### src/core/exec_pkg.sv
// exec_pkg: types and constants of the branch, skip and bit unit
// assumes one core clock; the status flags and I/O registers live outside
package exec_pkg;

    localparam int unsigned PC_W      = 16;
    localparam int unsigned DATA_W    = 8;
    localparam int unsigned IO_ADDR_W = 6;

    // positions in the status flags register
    localparam int unsigned FLAG_C = 0;
    localparam int unsigned FLAG_Z = 1;
    localparam int unsigned FLAG_N = 2;
    localparam int unsigned FLAG_V = 3;
    localparam int unsigned FLAG_S = 4;
    localparam int unsigned FLAG_H = 5;
    localparam int unsigned FLAG_T = 6;
    localparam int unsigned FLAG_I = 7;

    typedef logic [2:0] cycles_t;

    // cycle counts per instruction
    localparam cycles_t CYC_ONE          = 3'h1;
    localparam cycles_t CYC_POINTER_JUMP = 3'h2;
    localparam cycles_t CYC_POINTER_CALL = 3'h3;
    localparam cycles_t CYC_RETURN       = 3'h4;
    localparam cycles_t CYC_BRANCH_TAKEN = 3'h2;
    localparam cycles_t CYC_SKIP_ONE     = 3'h2;
    localparam cycles_t CYC_SKIP_TWO     = 3'h3;
    localparam cycles_t CYC_IO_BIT       = 3'h2;

    // program counter steps
    localparam logic [PC_W-1:0] PC_STEP     = 16'h0001;
    localparam logic [PC_W-1:0] PC_SKIP_ONE = 16'h0002;
    localparam logic [PC_W-1:0] PC_SKIP_TWO = 16'h0003;

    // reset values
    localparam logic [PC_W-1:0]   PC_RESET    = 16'h0000;
    localparam logic [DATA_W-1:0] FLAGS_RESET = 8'h00;

    typedef enum logic [4:0] {
        NO_OP, POINTER_JUMP, POINTER_CALL, SUB_RETURN, INTERRUPT_RETURN,
        COMPARE_SKIP_EQUAL, COMPARE, COMPARE_WITH_CARRY, COMPARE_IMMEDIATE,
        SKIP_REG_BIT_CLEAR, SKIP_REG_BIT_SET, SKIP_IO_BIT_CLEAR,
        SKIP_IO_BIT_SET, BRANCH_FLAG_SET, BRANCH_FLAG_CLEAR,
        BRANCH_UNSIGNED_GE, BRANCH_UNSIGNED_LT, BRANCH_SIGNED_GE,
        BRANCH_SIGNED_LT, BRANCH_HALFCARRY_SET, BRANCH_HALFCARRY_CLEAR,
        BRANCH_COPYBIT_SET, BRANCH_COPYBIT_CLEAR, BRANCH_OVERFLOW_SET,
        BRANCH_OVERFLOW_CLEAR, BRANCH_IRQ_ENABLED, BRANCH_IRQ_DISABLED,
        IO_BIT_SET, IO_BIT_CLEAR, SHIFT_LEFT_LOGICAL, SHIFT_RIGHT_LOGICAL
    } op_kind_t;

    typedef enum logic [1:0] {
        SUBTRACT, SUBTRACT_CARRY, SHIFT_LEFT, SHIFT_RIGHT
    } alu_mode_t;

    // one decoded instruction with its operand values
    typedef struct packed {
        op_kind_t              kind;
        logic [DATA_W-1:0]     rd_val;
        logic [DATA_W-1:0]     rr_val;
        logic [DATA_W-1:0]     imm;
        logic [2:0]            bit_sel;
        logic [6:0]            offset;
        logic [IO_ADDR_W-1:0]  io_addr;
        logic [DATA_W-1:0]     io_val;
        logic                  skip_two_word;
    } op_t;

    // everything an instruction commits when it completes
    typedef struct packed {
        logic                  done;
        logic                  pc_load;
        logic [PC_W-1:0]       pc_next;
        logic                  flags_we;
        logic [DATA_W-1:0]     flags;
        logic                  reg_we;
        logic [DATA_W-1:0]     reg_wdata;
        logic                  io_we;
        logic [IO_ADDR_W-1:0]  io_addr;
        logic [DATA_W-1:0]     io_wdata;
        logic                  push_we;
        logic [PC_W-1:0]       push_addr;
    } result_t;

endpackage : exec_pkg

### src/core/sub_shift_alu.sv
// sub_shift_alu: subtract and logical shift with flag results
// assumes operands and flags settle within the same core clock cycle
`timescale 1ns/10ps
`default_nettype none

module sub_shift_alu (
    input  wire exec_pkg::alu_mode_t          mode,
    input  wire logic [exec_pkg::DATA_W-1:0]  a,
    input  wire logic [exec_pkg::DATA_W-1:0]  b,
    input  wire logic [exec_pkg::DATA_W-1:0]  flags_in,
    output logic      [exec_pkg::DATA_W-1:0]  result,
    output logic      [exec_pkg::DATA_W-1:0]  flags_out
);

    logic [exec_pkg::DATA_W-1:0] r;
    logic                        cin;

    // flags written back only for the bits each mode owns
    always_comb
    begin
        flags_out = flags_in;
        cin       = (mode == exec_pkg::SUBTRACT_CARRY)
                    & flags_in[exec_pkg::FLAG_C];
        r         = 8'(a - b - {7'h00, cin});
        unique case (mode)
            exec_pkg::SUBTRACT, exec_pkg::SUBTRACT_CARRY:
            begin
                flags_out[exec_pkg::FLAG_H] = (~a[3] & b[3]) | (b[3] & r[3])
                                              | (r[3] & ~a[3]);
                flags_out[exec_pkg::FLAG_V] = (a[7] & ~b[7] & ~r[7])
                                              | (~a[7] & b[7] & r[7]);
                flags_out[exec_pkg::FLAG_C] = (~a[7] & b[7]) | (b[7] & r[7])
                                              | (r[7] & ~a[7]);
            end
            exec_pkg::SHIFT_LEFT:
            begin
                r = {a[6:0], 1'b0};
                flags_out[exec_pkg::FLAG_C] = a[7];
                flags_out[exec_pkg::FLAG_V] = r[7] ^ a[7];
            end
            exec_pkg::SHIFT_RIGHT:
            begin
                r = {1'b0, a[7:1]};
                flags_out[exec_pkg::FLAG_C] = a[0];
                flags_out[exec_pkg::FLAG_V] = a[0];
            end
        endcase
        flags_out[exec_pkg::FLAG_N] = r[7];
        // a carried compare keeps zero only if the lower byte was zero too
        flags_out[exec_pkg::FLAG_Z] = (r == 8'h00)
            & ((mode != exec_pkg::SUBTRACT_CARRY) | flags_in[exec_pkg::FLAG_Z]);
        flags_out[exec_pkg::FLAG_S] = flags_out[exec_pkg::FLAG_N]
                                      ^ flags_out[exec_pkg::FLAG_V];
        result = r;
    end

endmodule : sub_shift_alu
`default_nettype wire

### src/core/branch_skip_bit_exec_unit.sv
// branch_skip_bit_exec_unit: executes control flow and bit test
// instructions and times each one to its documented cycle count
// assumes the decoder presents operand values with the instruction and
// that the caller commits the result strobes on the cycle they show
`timescale 1ns/10ps
`default_nettype none

module branch_skip_bit_exec_unit (
    input  wire logic                             clk,
    input  wire logic                             rst,
    input  wire logic                             in_valid,
    input  wire exec_pkg::op_t                    in_op,
    input  wire logic [exec_pkg::PC_W-1:0]        pc_in,
    input  wire logic [exec_pkg::PC_W-1:0]        z_in,
    input  wire logic [exec_pkg::PC_W-1:0]        stack_in,
    input  wire logic [exec_pkg::DATA_W-1:0]      flags_in,
    output logic                                  in_ready,
    output exec_pkg::result_t                     res
);

    typedef enum logic {
        IDLE,
        BUSY
    } phase_t;

    typedef struct packed {
        phase_t               phase;
        exec_pkg::cycles_t    cnt;
        logic                 ready;
        exec_pkg::result_t    pend;
        exec_pkg::result_t    res;
    } state_t;

    state_t                          st_q;
    state_t                          st_d;
    exec_pkg::result_t               dec_res;
    exec_pkg::cycles_t               dec_cyc;
    exec_pkg::alu_mode_t             alu_mode;
    logic [exec_pkg::DATA_W-1:0]     alu_b;
    logic [exec_pkg::DATA_W-1:0]     alu_result;
    logic [exec_pkg::DATA_W-1:0]     alu_flags;
    logic [exec_pkg::DATA_W-1:0]     cur_flags;
    logic [exec_pkg::PC_W-1:0]       pc_plus1;
    logic [exec_pkg::PC_W-1:0]       pc_rel;
    logic [exec_pkg::PC_W-1:0]       pc_skip;
    exec_pkg::cycles_t               skip_cyc;
    logic                            is_skip;
    logic                            skip_hit;
    logic                            is_branch;
    logic                            branch_hit;
    logic                            take;

    // single bit pick, shared by register, I/O and flag tests
    function automatic logic bit_of(
        input logic [exec_pkg::DATA_W-1:0] v,
        input logic [2:0]                  sel
    );
        bit_of = v[sel];
    endfunction : bit_of

    // one-hot mask for the I/O bit write
    function automatic logic [exec_pkg::DATA_W-1:0] bit_mask(
        input logic [2:0] sel
    );
        bit_mask = 8'(8'h01 << sel);
    endfunction : bit_mask

    assign take = in_valid & st_q.ready;

    // flags committed last cycle are not yet back on flags_in, so a
    // compare followed at once by a branch must see them forwarded
    assign cur_flags = (st_q.res.done & st_q.res.flags_we)
                       ? st_q.res.flags : flags_in;

    // program counter targets
    assign pc_plus1 = 16'(pc_in + exec_pkg::PC_STEP);
    assign pc_rel   = 16'(pc_in + {{9{in_op.offset[6]}}, in_op.offset}
                          + exec_pkg::PC_STEP);
    assign pc_skip  = in_op.skip_two_word
                      ? 16'(pc_in + exec_pkg::PC_SKIP_TWO)
                      : 16'(pc_in + exec_pkg::PC_SKIP_ONE);
    assign skip_cyc = in_op.skip_two_word
                      ? exec_pkg::CYC_SKIP_TWO : exec_pkg::CYC_SKIP_ONE;

    // alu operand and mode selection
    always_comb
    begin
        alu_b    = in_op.rr_val;
        alu_mode = exec_pkg::SUBTRACT;
        unique case (in_op.kind)
            exec_pkg::COMPARE_IMMEDIATE:
                alu_b = in_op.imm;
            exec_pkg::COMPARE_WITH_CARRY:
                alu_mode = exec_pkg::SUBTRACT_CARRY;
            exec_pkg::SHIFT_LEFT_LOGICAL:
                alu_mode = exec_pkg::SHIFT_LEFT;
            exec_pkg::SHIFT_RIGHT_LOGICAL:
                alu_mode = exec_pkg::SHIFT_RIGHT;
            default:
                alu_mode = exec_pkg::SUBTRACT;
        endcase
    end

    sub_shift_alu alu_i (
        .mode      (alu_mode),
        .a         (in_op.rd_val),
        .b         (alu_b),
        .flags_in  (cur_flags),
        .result    (alu_result),
        .flags_out (alu_flags)
    );

    // decode: what the instruction commits and how long it takes
    always_comb
    begin
        dec_res         = '0;
        dec_res.done    = 1'b1;
        dec_res.pc_load = 1'b1;
        dec_res.pc_next = pc_plus1;
        dec_res.flags   = cur_flags;
        dec_res.io_addr = in_op.io_addr;
        dec_cyc         = exec_pkg::CYC_ONE;
        is_skip         = 1'b0;
        skip_hit        = 1'b0;
        is_branch       = 1'b0;
        branch_hit      = 1'b0;
        unique case (in_op.kind)
            exec_pkg::NO_OP:
                dec_cyc = exec_pkg::CYC_ONE;
            exec_pkg::POINTER_JUMP:
            begin
                dec_res.pc_next = z_in;
                dec_cyc         = exec_pkg::CYC_POINTER_JUMP;
            end
            exec_pkg::POINTER_CALL:
            begin
                dec_res.pc_next   = z_in;
                dec_res.push_we   = 1'b1;
                dec_res.push_addr = pc_plus1;
                dec_cyc           = exec_pkg::CYC_POINTER_CALL;
            end
            exec_pkg::SUB_RETURN:
            begin
                dec_res.pc_next = stack_in;
                dec_cyc         = exec_pkg::CYC_RETURN;
            end
            exec_pkg::INTERRUPT_RETURN:
            begin
                dec_res.pc_next                 = stack_in;
                dec_res.flags_we                = 1'b1;
                dec_res.flags[exec_pkg::FLAG_I] = 1'b1;
                dec_cyc                         = exec_pkg::CYC_RETURN;
            end
            exec_pkg::COMPARE_SKIP_EQUAL:
            begin
                is_skip  = 1'b1;
                skip_hit = (in_op.rd_val == in_op.rr_val);
            end
            exec_pkg::COMPARE, exec_pkg::COMPARE_WITH_CARRY,
            exec_pkg::COMPARE_IMMEDIATE:
            begin
                dec_res.flags_we = 1'b1;
                dec_res.flags    = alu_flags;
            end
            exec_pkg::SKIP_REG_BIT_CLEAR:
            begin
                is_skip  = 1'b1;
                skip_hit = ~bit_of(in_op.rr_val, in_op.bit_sel);
            end
            exec_pkg::SKIP_REG_BIT_SET:
            begin
                is_skip  = 1'b1;
                skip_hit = bit_of(in_op.rr_val, in_op.bit_sel);
            end
            exec_pkg::SKIP_IO_BIT_CLEAR:
            begin
                is_skip  = 1'b1;
                skip_hit = ~bit_of(in_op.io_val, in_op.bit_sel);
            end
            exec_pkg::SKIP_IO_BIT_SET:
            begin
                is_skip  = 1'b1;
                skip_hit = bit_of(in_op.io_val, in_op.bit_sel);
            end
            exec_pkg::BRANCH_FLAG_SET:
            begin
                is_branch  = 1'b1;
                branch_hit = bit_of(cur_flags, in_op.bit_sel);
            end
            exec_pkg::BRANCH_FLAG_CLEAR:
            begin
                is_branch  = 1'b1;
                branch_hit = ~bit_of(cur_flags, in_op.bit_sel);
            end
            // same or higher on no carry
            exec_pkg::BRANCH_UNSIGNED_GE:
            begin
                is_branch  = 1'b1;
                branch_hit = ~cur_flags[exec_pkg::FLAG_C];
            end
            exec_pkg::BRANCH_UNSIGNED_LT:
            begin
                is_branch  = 1'b1;
                branch_hit = cur_flags[exec_pkg::FLAG_C];
            end
            exec_pkg::BRANCH_SIGNED_GE:
            begin
                is_branch  = 1'b1;
                branch_hit = ~(cur_flags[exec_pkg::FLAG_N]
                               ^ cur_flags[exec_pkg::FLAG_V]);
            end
            exec_pkg::BRANCH_SIGNED_LT:
            begin
                is_branch  = 1'b1;
                branch_hit = cur_flags[exec_pkg::FLAG_N]
                             ^ cur_flags[exec_pkg::FLAG_V];
            end
            exec_pkg::BRANCH_HALFCARRY_SET:
            begin
                is_branch  = 1'b1;
                branch_hit = cur_flags[exec_pkg::FLAG_H];
            end
            exec_pkg::BRANCH_HALFCARRY_CLEAR:
            begin
                is_branch  = 1'b1;
                branch_hit = ~cur_flags[exec_pkg::FLAG_H];
            end
            exec_pkg::BRANCH_COPYBIT_SET:
            begin
                is_branch  = 1'b1;
                branch_hit = cur_flags[exec_pkg::FLAG_T];
            end
            exec_pkg::BRANCH_COPYBIT_CLEAR:
            begin
                is_branch  = 1'b1;
                branch_hit = ~cur_flags[exec_pkg::FLAG_T];
            end
            exec_pkg::BRANCH_OVERFLOW_SET:
            begin
                is_branch  = 1'b1;
                branch_hit = cur_flags[exec_pkg::FLAG_V];
            end
            exec_pkg::BRANCH_OVERFLOW_CLEAR:
            begin
                is_branch  = 1'b1;
                branch_hit = ~cur_flags[exec_pkg::FLAG_V];
            end
            exec_pkg::BRANCH_IRQ_ENABLED:
            begin
                is_branch  = 1'b1;
                branch_hit = cur_flags[exec_pkg::FLAG_I];
            end
            exec_pkg::BRANCH_IRQ_DISABLED:
            begin
                is_branch  = 1'b1;
                branch_hit = ~cur_flags[exec_pkg::FLAG_I];
            end
            exec_pkg::IO_BIT_SET:
            begin
                dec_res.io_we    = 1'b1;
                dec_res.io_wdata = in_op.io_val | bit_mask(in_op.bit_sel);
                dec_cyc          = exec_pkg::CYC_IO_BIT;
            end
            exec_pkg::IO_BIT_CLEAR:
            begin
                dec_res.io_we    = 1'b1;
                dec_res.io_wdata = in_op.io_val & ~bit_mask(in_op.bit_sel);
                dec_cyc          = exec_pkg::CYC_IO_BIT;
            end
            exec_pkg::SHIFT_LEFT_LOGICAL, exec_pkg::SHIFT_RIGHT_LOGICAL:
            begin
                dec_res.reg_we    = 1'b1;
                dec_res.reg_wdata = alu_result;
                dec_res.flags_we  = 1'b1;
                dec_res.flags     = alu_flags;
            end
        endcase
        if (is_skip & skip_hit)
        begin
            dec_res.pc_next = pc_skip;
            dec_cyc         = skip_cyc;
        end
        if (is_branch & branch_hit)
        begin
            dec_res.pc_next = pc_rel;
            dec_cyc         = exec_pkg::CYC_BRANCH_TAKEN;
        end
    end

    // sequencer: one-cycle ops commit at once, longer ones count down
    always_comb
    begin
        st_d              = st_q;
        // commit strobes are single-cycle pulses
        st_d.res.done     = 1'b0;
        st_d.res.pc_load  = 1'b0;
        st_d.res.flags_we = 1'b0;
        st_d.res.reg_we   = 1'b0;
        st_d.res.io_we    = 1'b0;
        st_d.res.push_we  = 1'b0;
        unique case (st_q.phase)
            IDLE:
            begin
                if (take)
                begin
                    if (dec_cyc == exec_pkg::CYC_ONE)
                    begin
                        st_d.res = dec_res;
                    end
                    else
                    begin
                        // operands are captured now, so the decoder may
                        // move on while the unit is busy
                        st_d.pend  = dec_res;
                        st_d.cnt   = 3'(dec_cyc - exec_pkg::CYC_ONE);
                        st_d.phase = BUSY;
                        st_d.ready = 1'b0;
                    end
                end
            end
            BUSY:
            begin
                if (st_q.cnt == exec_pkg::CYC_ONE)
                begin
                    st_d.res   = st_q.pend;
                    st_d.phase = IDLE;
                    st_d.ready = 1'b1;
                end
                else
                begin
                    st_d.cnt = 3'(st_q.cnt - exec_pkg::CYC_ONE);
                end
            end
        endcase
    end

    // state register
    always_ff @(posedge clk or posedge rst)
    begin
        if (rst)
        begin
            st_q               <= '0;
            st_q.phase         <= IDLE;
            st_q.ready         <= 1'b1;
            st_q.res.pc_next   <= exec_pkg::PC_RESET;
            st_q.res.flags     <= exec_pkg::FLAGS_RESET;
        end
        else
        begin
            st_q <= st_d;
        end
    end

    // outputs straight from the state register
    assign in_ready = st_q.ready;
    assign res      = st_q.res;

endmodule : branch_skip_bit_exec_unit
`default_nettype wire

### config.mk
export PLATFORM = sky130hd
export DESIGN_NAME = branch_skip_bit_exec_unit
export DESIGN_NICKNAME = d
export VERILOG_FILES = /design/src/core/exec_pkg.sv /design/src/core/sub_shift_alu.sv /design/src/core/branch_skip_bit_exec_unit.sv
export SDC_FILE = /design/constraint.sdc
export NUM_CORES = 1
export LEC_CHECK = 0
export ABC_AREA = 1
export BUFFER_PORTS_ARGS = -buffer_cell sky130_fd_sc_hd__buf_2
export CORE_MARGIN = 8
export CORE_UTILIZATION = 40
export DETAILED_ROUTE_END_ITERATION = 6
export MAX_ROUTING_LAYER = met4
export PLACE_DENSITY_LB_ADDON = 0.15
export SLEW_MARGIN = 10
export SYNTH_ARGS = -nofsm -noshare
export SYNTH_HDL_FRONTEND = slang
export SYNTH_SLANG_ARGS = --single-unit
### constraint.sdc
create_clock -name clk -period 5.9 [get_ports clk]
set_input_delay 1.18 -clock clk [delete_from_list [all_inputs] [get_ports clk]]
set_output_delay 1.18 -clock clk [all_outputs]
set_load 0.01 [all_outputs]
---- After elaboration in Yosys (flattened, before gate mapping) ----
Index checks and enable logic that the tools add are counted.
word-level totals
  output and inout port bits .............. 69
  register bits ........................... 140
  input port bits ......................... 113
  logic and storage cells ................. 176
operators by class
  shift-type cells ........................ 1
  magnitude comparators ................... 1
  equal/unequal tests ..................... 42
  mux-type cells .......................... 40
  reduce and logical (&&, ||, !) cells .... 15
  bitwise gates (word level) .............. 42
  $add $sub $neg .......................... 9
operator list
  operator                                                         count
  141-bit two-way mux                                              1
  68-bit two-way mux                                               2
  68-bit case mux with 2 select lines                              1
  5-bit == test, second input constant                             15
  73-bit two-way mux                                               1
  16-bit two-way mux                                               3
  5-bit by 4-bit == test with 1-bit output, second input constant  8
  16-bit by 1-bit adder with 16-bit output, second input constant  2
  16-bit by 2-bit adder with 16-bit output, second input constant  2
  16-bit case mux with 2 select lines                              1
  8-bit case mux with 2 select lines                               2
  5-bit by 3-bit == test with 1-bit output, second input constant  4
  17-bit two-way mux                                               1
  16-bit adder                                                     1
  8-bit two-way mux                                                2
  1-bit bitwise AND                                                15
  1-bit NOT                                                        15
  1-bit case mux with 14 select lines                              1
  14-bit OR reduction                                              1
  3-bit AND reduction                                              4
  5-bit by 2-bit == test with 1-bit output, second input constant  2
  1-bit two-way mux                                                10
  5-bit case mux with 2 select lines                               1
  2-bit OR reduction                                               5
  other kinds (30)                                                 50

---- Depth between registers and ports, before layout ----
Gate-level depths: netlist (run 1).
  word-level depth ........................ 14
  mapped depth ............................ 23
  gate-level depth less buffers ........... 21

---- By module ----
Synthesis (run 1) repeated with hierarchy kept, for this count alone.
unflattened totals
  cell total of the unflattened synthesis .. 1554
  area, all modules ....................... 10670.2 um2
by module, submodules not included
  module                     cells each  instances  sequential area each (um2)  area each (um2)
  branch_skip_bit_exec_unit  1400        1          3479.6                      9803.2
  sub_shift_alu              154         1          0.0                         867.1

---- Worst setup path before layout (run 1) ----
No wires, ideal clock.
  kind .................................... input to register
  start point ............................. input port in_op[53] (netlist name)
  end point ............................... register, netlist name res[42]
  data required time ...................... 5.831 ns
  stages .................................. 19
  buffers on the path ..................... 3
  data arrival time ....................... 3.848 ns
  library setup time ...................... 0.069 ns
  slack ................................... 1.983 ns
  path through ............................ buf_4 -> inv_2 -> buf_2 -> nand3_1 -> buf_2 -> mux2_2 -> fa_1 -> inv_1 -> ha_1 -> or2_2 -> nand2_1 -> nand3_1 -> nand2_1 -> nand3_1 -> a21oi_1 -> nand4_1 -> nand2_1 -> nand3_1 -> nand3_1
between the ends
  word-level cells in the longest chain between the ends .. 12
ends and longest elaborated chain
  what                                                                       RTL line                         source
  start: declaration                                                         branch_skip_bit_exec_unit.sv:12  input wire exec_pkg::op_t in_op,
  parallel branches: the longest is 12 deep, another holds 8-bit subtractor  --
Parallel ways; which one is timed is not known. The select of a mux whose other input is x is not followed.
A chain may end at the register's enable or synchronous reset.

---- Worst setup path after layout (run 1) ----
  start point ............................. input port in_op[22] (netlist name)
  end point ............................... register, netlist name res[15]
between the ends
  word-level cells in the longest chain between the ends .. 10
ends and longest elaborated chain
  what                                          RTL line                                                            source
  1-bit binary-select mux with 3-bit select     branch_skip_bit_exec_unit.sv:58                                     bit_of = v[sel];
  1-bit two-way mux (not written as such)       branch_skip_bit_exec_unit.sv:58
  1-bit NOT (on tied branches)                  branch_skip_bit_exec_unit.sv:178, branch_skip_bit_exec_unit.sv:168
  1-bit case mux with 5 select lines            branch_skip_bit_exec_unit.sv:127                                    unique case (in_op.kind)
  1-bit bitwise AND                             branch_skip_bit_exec_unit.sv:278                                    if (is_skip & skip_hit)
  3-bit two-way mux                             branch_skip_bit_exec_unit.sv:278
  3-bit two-way mux (*)                         branch_skip_bit_exec_unit.sv:283                                    if (is_branch & branch_hit)
  3-bit by 1-bit == test with 1-bit output (*)  branch_skip_bit_exec_unit.sv:306                                    if (dec_cyc == exec_pkg::CYC_ONE)
  2-bit inequality test (no source line) (*)    --
  3-bit AND reduction (no source line) (*)      --
Every way passes the cells marked *; elsewhere a longest branch is shown, timed or not. The select of a mux whose other input is x is not followed.

==> results of run 1 <==
==> tightest hold or removal path: stages, from the launching register on <==
cell	delay (ps)
dfrtp_1	320
inv_1	40
nand2_1	50
==> sequential cells by signal (all words and copies together) (netlist names) <==
name,count
st_q,71
res,67
in_ready,1
==> routing by layer <==
metal	global-route usage	vias to the layer above
li1	-	5087
met1	0.339	4752
met2	0.316	329
met3	0.0286	22
met4	0.0431	0
met5	-	-
==> power groups by stage <==
stage | logic [W] | registers (W) | clock network, W
global placement | 0.00144 | 0.00149 | 0
detailed placement | 0.00146 | 0.00148 | 0
floorplan | 0.00121 | 0.00142 | 0
finish | 0.00145 | 0.00147 | 0.00108
global route | 0.00163 | 0.00151 | 0.00115
CTS | 0.00146 | 0.00147 | 0.00110
==> cells by family (layout without fill, tap and decap cells) <==
kind of cell,count (synthesis),count (layout),synth area share
xor gates and xnor gates,45,45,0.0371
AOI/OAI and AO/OA,199,199,0.114
adders and majority gates,40,40,0.0492
buffers and inverters,288,386,0.137
and+or+nand+nor,840,840,0.331
DFF,139,139,0.327
muxes,4,4,0.00412
==> path summary, 6_finish.rpt <==
path                       depth (start not counted)         to
min reg2reg                                        2  st_q[134]
max reg2reg                                       16    res[15]
min in group asynchronous                          2     res[0]
min                                                2  st_q[134]
max in group asynchronous                          3  st_q[134]
max                                               20    res[15]
==> cell type report <==
cell class / instances / area, µm² / share of cell area
inverter: 165 / 627 / 0.0531
timing repair buffer: 189 / 966 / 0.0819
tap: 335 / 419 / 0.0355
multi-input combinational: 1128 / 5710 / 0.484
clock buffer: 19 / 453 / 0.0384
sequential: 139 / 3480 / 0.295
clock inverter: 13 / 141 / 0.0120
==> stage by stage <==
stage | total power (W) | utilization | cell area [µm²] | setup slack (ps) | cells
2_1_floorplan | 0.00263 | - | 10600 | 997 | 1555
3_3_place_gp | 0.00292 | 0.430 | 11200 | 1060 | 1956
3_5_place_dp | 0.00294 | 0.430 | 11200 | 984 | 1956
4_1_cts | 0.00403 | 0.453 | 11800 | 1420 | 1988
5_1_grt | 0.00429 | 0.453 | 11800 | 983 | 1988
6_report | 0.00400 | 0.453 | 11800 | 1390 | 1988
==> placed cells by master (no fill, tap or decap), types with 10 or more instances in the layout <==
master | synthesis | final
a21oi_1 | 40 | 40
a22oi_1 | 21 | 21
buf_2 | 31 | 181
clkbuf_16 | 0 | 17
dfrtp_1 | 138 | 138
ha_1 | 37 | 37
inv_1 | 152 | 151
inv_2 | 12 | 12
nand2_1 | 557 | 556
nand2_2 | 9 | 10
nand3_1 | 132 | 132
nand4_1 | 11 | 11
nor2_1 | 99 | 98
o211ai_1 | 27 | 27
o21ai_0 | 65 | 65
o21ai_1 | 13 | 13
xnor2_1 | 23 | 23
xor2_1 | 22 | 22
==> flow_metrics.env, run 1 <==
export IMPL_status="completed"
export IMPL_vias=10200
export IMPL_slew_viol_final=0
export IMPL_regToRegStartpoint="res[67]"
export IMPL_cpLargestDelayFamily="simple AND/OR/NAND/NOR gates"
export IMPL_cts_hold_buf=0
export IMPL_swShare=0.391
export IMPL_clock_sinks=139
export IMPL_seqPwrFrac=0.369
export IMPL_whs_ps=451
export IMPL_p_leak_nw=6.31
export IMPL_die_area_um2=32100
export IMPL_syn_to_final_growth_pct=11.0
export IMPL_critPathArrivalTime_ps=4840
export IMPL_drive_gt1_frac=0.169
export IMPL_wl_met2_um=14500
export IMPL_synth_area_leaders="dfrtp_1, nand2_1, nand3_1"
export IMPL_grt_max_degree=84
export IMPL_synth_flop_cell="dfrtp_1"
export IMPL_final_nets=1793
export IMPL_antenna_cells=0
export IMPL_synth_top_cell_by_area="dfrtp_1"
export IMPL_core_area_um2=26100
export IMPL_dr_pass1_iters=5
export IMPL_synth_top_cell_area_share=0.325
export IMPL_cpMaxStageDelayCell="nand2_1"
export IMPL_cts_tree="yes"
export IMPL_cts_made_buffers=17
export IMPL_vdd_drop_max_v=0.000206
export IMPL_crit_path_start="in_op[22]"
export IMPL_met1_length_um=17700
export IMPL_cp_num_buf_inv=4
export IMPL_skew_ps=10.4
export IMPL_crit_type="primary input to flip-flop"
export IMPL_final_period_utilization=0.765
export IMPL_die_w_um=179
export IMPL_drtAntennaViolNets=0
export IMPL_drv_cap=0
export IMPL_fin_setup_tns_ps=0
export IMPL_setup_violations=0
export IMPL_routedWlPerCell_um=17.4
export IMPL_rsz0062_at_grt="false"
export IMPL_fin_crit_ps=4510
export IMPL_fmax_mhz=222
export IMPL_ys_async_sr_fraction=1.00
export IMPL_die_h_um=179
export IMPL_antenna_found_initial=0
export IMPL_start_kind="primary input"
export IMPL_initial_core_util=0.408
export IMPL_top_layer="met4"
export IMPL_power_switching_w=0.00156
export IMPL_synth_most_common_cell="nand2_1"
export IMPL_io_pins=182
export IMPL_port_buffers=181
export IMPL_finalHoldViolations=0
export IMPL_combPwrFrac=0.362
export IMPL_met3WireLength_um=1880
export IMPL_synthCells=1555
export IMPL_syn_nets=1708
export IMPL_overflow=0
export IMPL_critPathMaxFanout=33
export IMPL_crit_path_end_kind="flip-flop"
export IMPL_hp_class="flip-flop to flip-flop"
export IMPL_yosysWarnings=0
export IMPL_drcViolationCount=0
export IMPL_synth_avg_cell_area_um2=6.84
export IMPL_post_cts_buffers=0
export IMPL_cts_resized=0
export IMPL_grt_pass1_vias=9999
export IMPL_r2r_slack_ps=2180
export IMPL_path_clk_slew_ps=60
export IMPL_synth_cell_area_um2=10600
export IMPL_slowest_delay_ps=600
export IMPL_path_cells="buf_2 -> nand2_1 -> nor2_1 -> nor2_1 -> nand3_1 -> nand2_1 -> nand2_1 -> nand2_1 -> inv_1 -> nand2_1 -> nand2_1 -> nand3_1 -> inv_1 -> ha_1 -> nand2_2 -> nor2_4 -> nor2_4 -> buf_4 -> nand2_1 -> o211ai_1"
export IMPL_timing_critical_path_mode_cell="nand2_1"
export IMPL_gp_congestion=0.936
export IMPL_worst_pin_slew_ps=780
export IMPL_ys_seq_area_frac=0.327
export IMPL_synth_distinct_cells=49
export IMPL_drt_iter0_drc=882
export IMPL_htreeDepth=4
export IMPL_cts_buffer_depth=2
export IMPL_p_clk_frac=0.270
export IMPL_via_per_inst=5.13
export IMPL_p_per_area_nw_per_um2=339
export IMPL_internal_power_w=0.00244
export IMPL_grt_pass1_wl_um=55100
export IMPL_cp_required_ps=6230
export IMPL_synth_common_cells="nand2_1, inv_1, dfrtp_1"
export IMPL_routed_wl_um=34500
export IMPL_hp_start="st_q[134]"
export IMPL_row_count=59
export IMPL_relSlewSlack=0.480
export IMPL_place_hpwl_um=26800
export IMPL_clk_latency_ps=420
export IMPL_synth_edf_count=0
export IMPL_synth_seq_cells=139
export IMPL_nFillCells=2795
export IMPL_grt_usage=0.225
export IMPL_clockRootBuffer="clkbuf_16"
No activity file was read; power rests on OpenSTA's default activity.
==> run 2, diff against run 1 <==
clock period = 4 ns   (was 5.9 ns; I/O delays follow)
==> flow_metrics.env, run 2 (synthesis gave the netlist of run 1 again) <==
export IMPL_critPathArrivalTime_ps=3920
export IMPL_place_hpwl_um=26700
export IMPL_grt_pass1_wl_um=55400
export IMPL_path_clk_slew_ps=60
export IMPL_reg2reg_depth=17
export IMPL_cp_required_ps=4310
export IMPL_row_count=59
export IMPL_path_cells="nand2_4 -> inv_1 -> nand2_1 -> nand2_1 -> nand2_1 -> nand2_1 -> nand2_1 -> nand4_1 -> nor2_1 -> nand3_2 -> nor4_2 -> ha_1 -> nand2_2 -> nor2_4 -> buf_6 -> inv_1 -> o21ai_0"
export IMPL_critPathMaxFanout=56
export IMPL_antenna_found_initial=0
export IMPL_worst_pin_slew_ps=1080
export IMPL_layout_commonest_cell="nand2_1"
export IMPL_layout_cells_non_filler=2011
export IMPL_p_per_area_nw_per_um2=495
export IMPL_core_area_um2=26100
export IMPL_post_cts_buffers=0
export IMPL_slew_viol_final=0
export IMPL_hold_depth=2
export IMPL_htreeDepth=4
export IMPL_die_area_um2=32100
export IMPL_place_worst_setup_slack_ps=-15.7
export IMPL_drcViolationCount=0
export IMPL_largest_register="st_q"
export IMPL_r2r_end="res[31]"
export IMPL_dp_cells=1980
export IMPL_gp_congestion=1.01
export IMPL_start_kind="flip-flop"
export IMPL_grt_pass1_vias=10100
export IMPL_timing_critical_path_mode_cell="nand2_1"
export IMPL_cts_buffer_depth=2
export IMPL_drv_cap=0
export IMPL_holdPathEnd="st_q[134]"
export IMPL_crit_path_end_kind="flip-flop"
export IMPL_hp_start="st_q[134]"
export IMPL_port_buffers=181
export IMPL_routed_wl_um=34800
export IMPL_drtAntennaViolNets=0
export IMPL_drt_iter0_drc=918
export IMPL_fin_crit_ps=3600
export IMPL_r2r_slack_ps=400
export IMPL_relSlewSlack=0.278
export IMPL_clockRootBuffer="clkbuf_16"
export IMPL_vias=10400
export IMPL_cts_tree="yes"
export IMPL_p_leak_nw=6.43
export IMPL_io_pins=182
export IMPL_final_nets=1817
export IMPL_skew_ps=12.0
export IMPL_largest_register_ff_count=71
export IMPL_final_cell_mix="nand2_1, buf_2, inv_1"
export IMPL_setup_violations=0
export IMPL_rsz0062_at_grt="false"
export IMPL_cts_made_buffers=17
export IMPL_cpMaxStageDelayCell="dfrtp_1"
export IMPL_finalHoldViolations=0
export IMPL_dr_pass1_iters=5
export IMPL_hp_class="flip-flop to flip-flop"
export IMPL_syn_to_final_growth_pct=13.0
export IMPL_die_h_um=179
export IMPL_initial_core_util=0.408
export IMPL_routedWlPerCell_um=17.3
export IMPL_grt_max_degree=140
export IMPL_drive_gt1_frac=0.180
export IMPL_grt_usage=0.227
export IMPL_via_per_inst=5.15
export IMPL_regToRegStartpoint="res[67]"
export IMPL_fmax_mhz=278
export IMPL_cp_num_buf_inv=3
export IMPL_antenna_cells=0
export IMPL_clock_sinks=139
export IMPL_overflow=0
export IMPL_crit_type="flip-flop to flip-flop"
export IMPL_fin_ws_ps=397
export IMPL_die_w_um=179
export IMPL_slowest_delay_ps=440
export IMPL_clk_latency_ps=430
export IMPL_cpLargestDelayFamily="simple AND/OR/NAND/NOR gates"
export IMPL_status="completed"
export IMPL_vdd_drop_max_v=0.000330
export IMPL_final_period_utilization=0.901
-- run 2: cell count changes in the layout (fill, tap and decap cells not counted), sizes merged --
| cell | change |
|---|---|
| inv | -3 |
| buf | +24 |
| clkbuf | +2 |
-- run 2: area by class of cell --
type / count / area (µm²)
clock buffers: 21 / 470
clock inverters: 10 / 116
fillers: 2751 / 14000
inverters: 165 / 626
multi-input cells: 1128 / 5710
flip-flops and latches: 139 / 3480
well taps: 335 / 419
repair buffers: 213 / 1190
-- run 2: metal layers --
layer	GRT usage	up-vias	wire [µm]
li1	-	5125	-
met1	0.335	4865	17700
met2	0.331	346	14900
met3	0.0209	28	1850
met4	0.0451	0	340
met5	-	-	0
-- run 2: repair_timing --
action	in CTS	in global routing
gates resized for setup	0	1
hold buffers	0	0
endpoints found under the setup margin	0	11
-- run 2: per-stage QoR --
stage	power [W]	hold WS (ps)	setup TNS [ps]	util	instance area (µm²)
2_1_floorplan	0.00388	419	0	-	10600
3_3_place_gp	0.00435	438	0	0.438	11400
3_5_place_dp	0.00437	438	-15.7	0.438	11400
4_1_cts	0.00601	454	0	0.461	12000
5_1_grt	0.00637	466	0	0.461	12000
6_report	0.00595	449	0	0.461	12000
-- run 2: how the worst max path moves through the flow --
stage,to,start,slack [ps],cells after the start
floorplan,res[42],in_op[53],460,19
CTS,res[31],res[67],210,17
finish,res[31],res[67],400,17
detailed placement,res[31],in_op[22],-20,17
global route,res[45],res[67],30,20
global placement,res[42],in_op[53],1,17
-- run 2: where the power goes --
group	leakage, nW	internal [W]	switching, W
clock	0.285	0.000965	0.000634
combinational	4.32	0.000798	0.00138
sequential	1.83	0.00188	0.000287
total	6.43	0.00364	0.00230
-- run 2: worst reg2reg max path, delay by kind of cell, from the launching register on --
family                   cells  cell delay (ps)
flip-flops                   1              440
AO/OA/AOI/OAI                1              330
AND/OR/NAND/NOR             12             1500
buffers and inverters        3             1020
adder cells (fa/ha/maj)      1              210
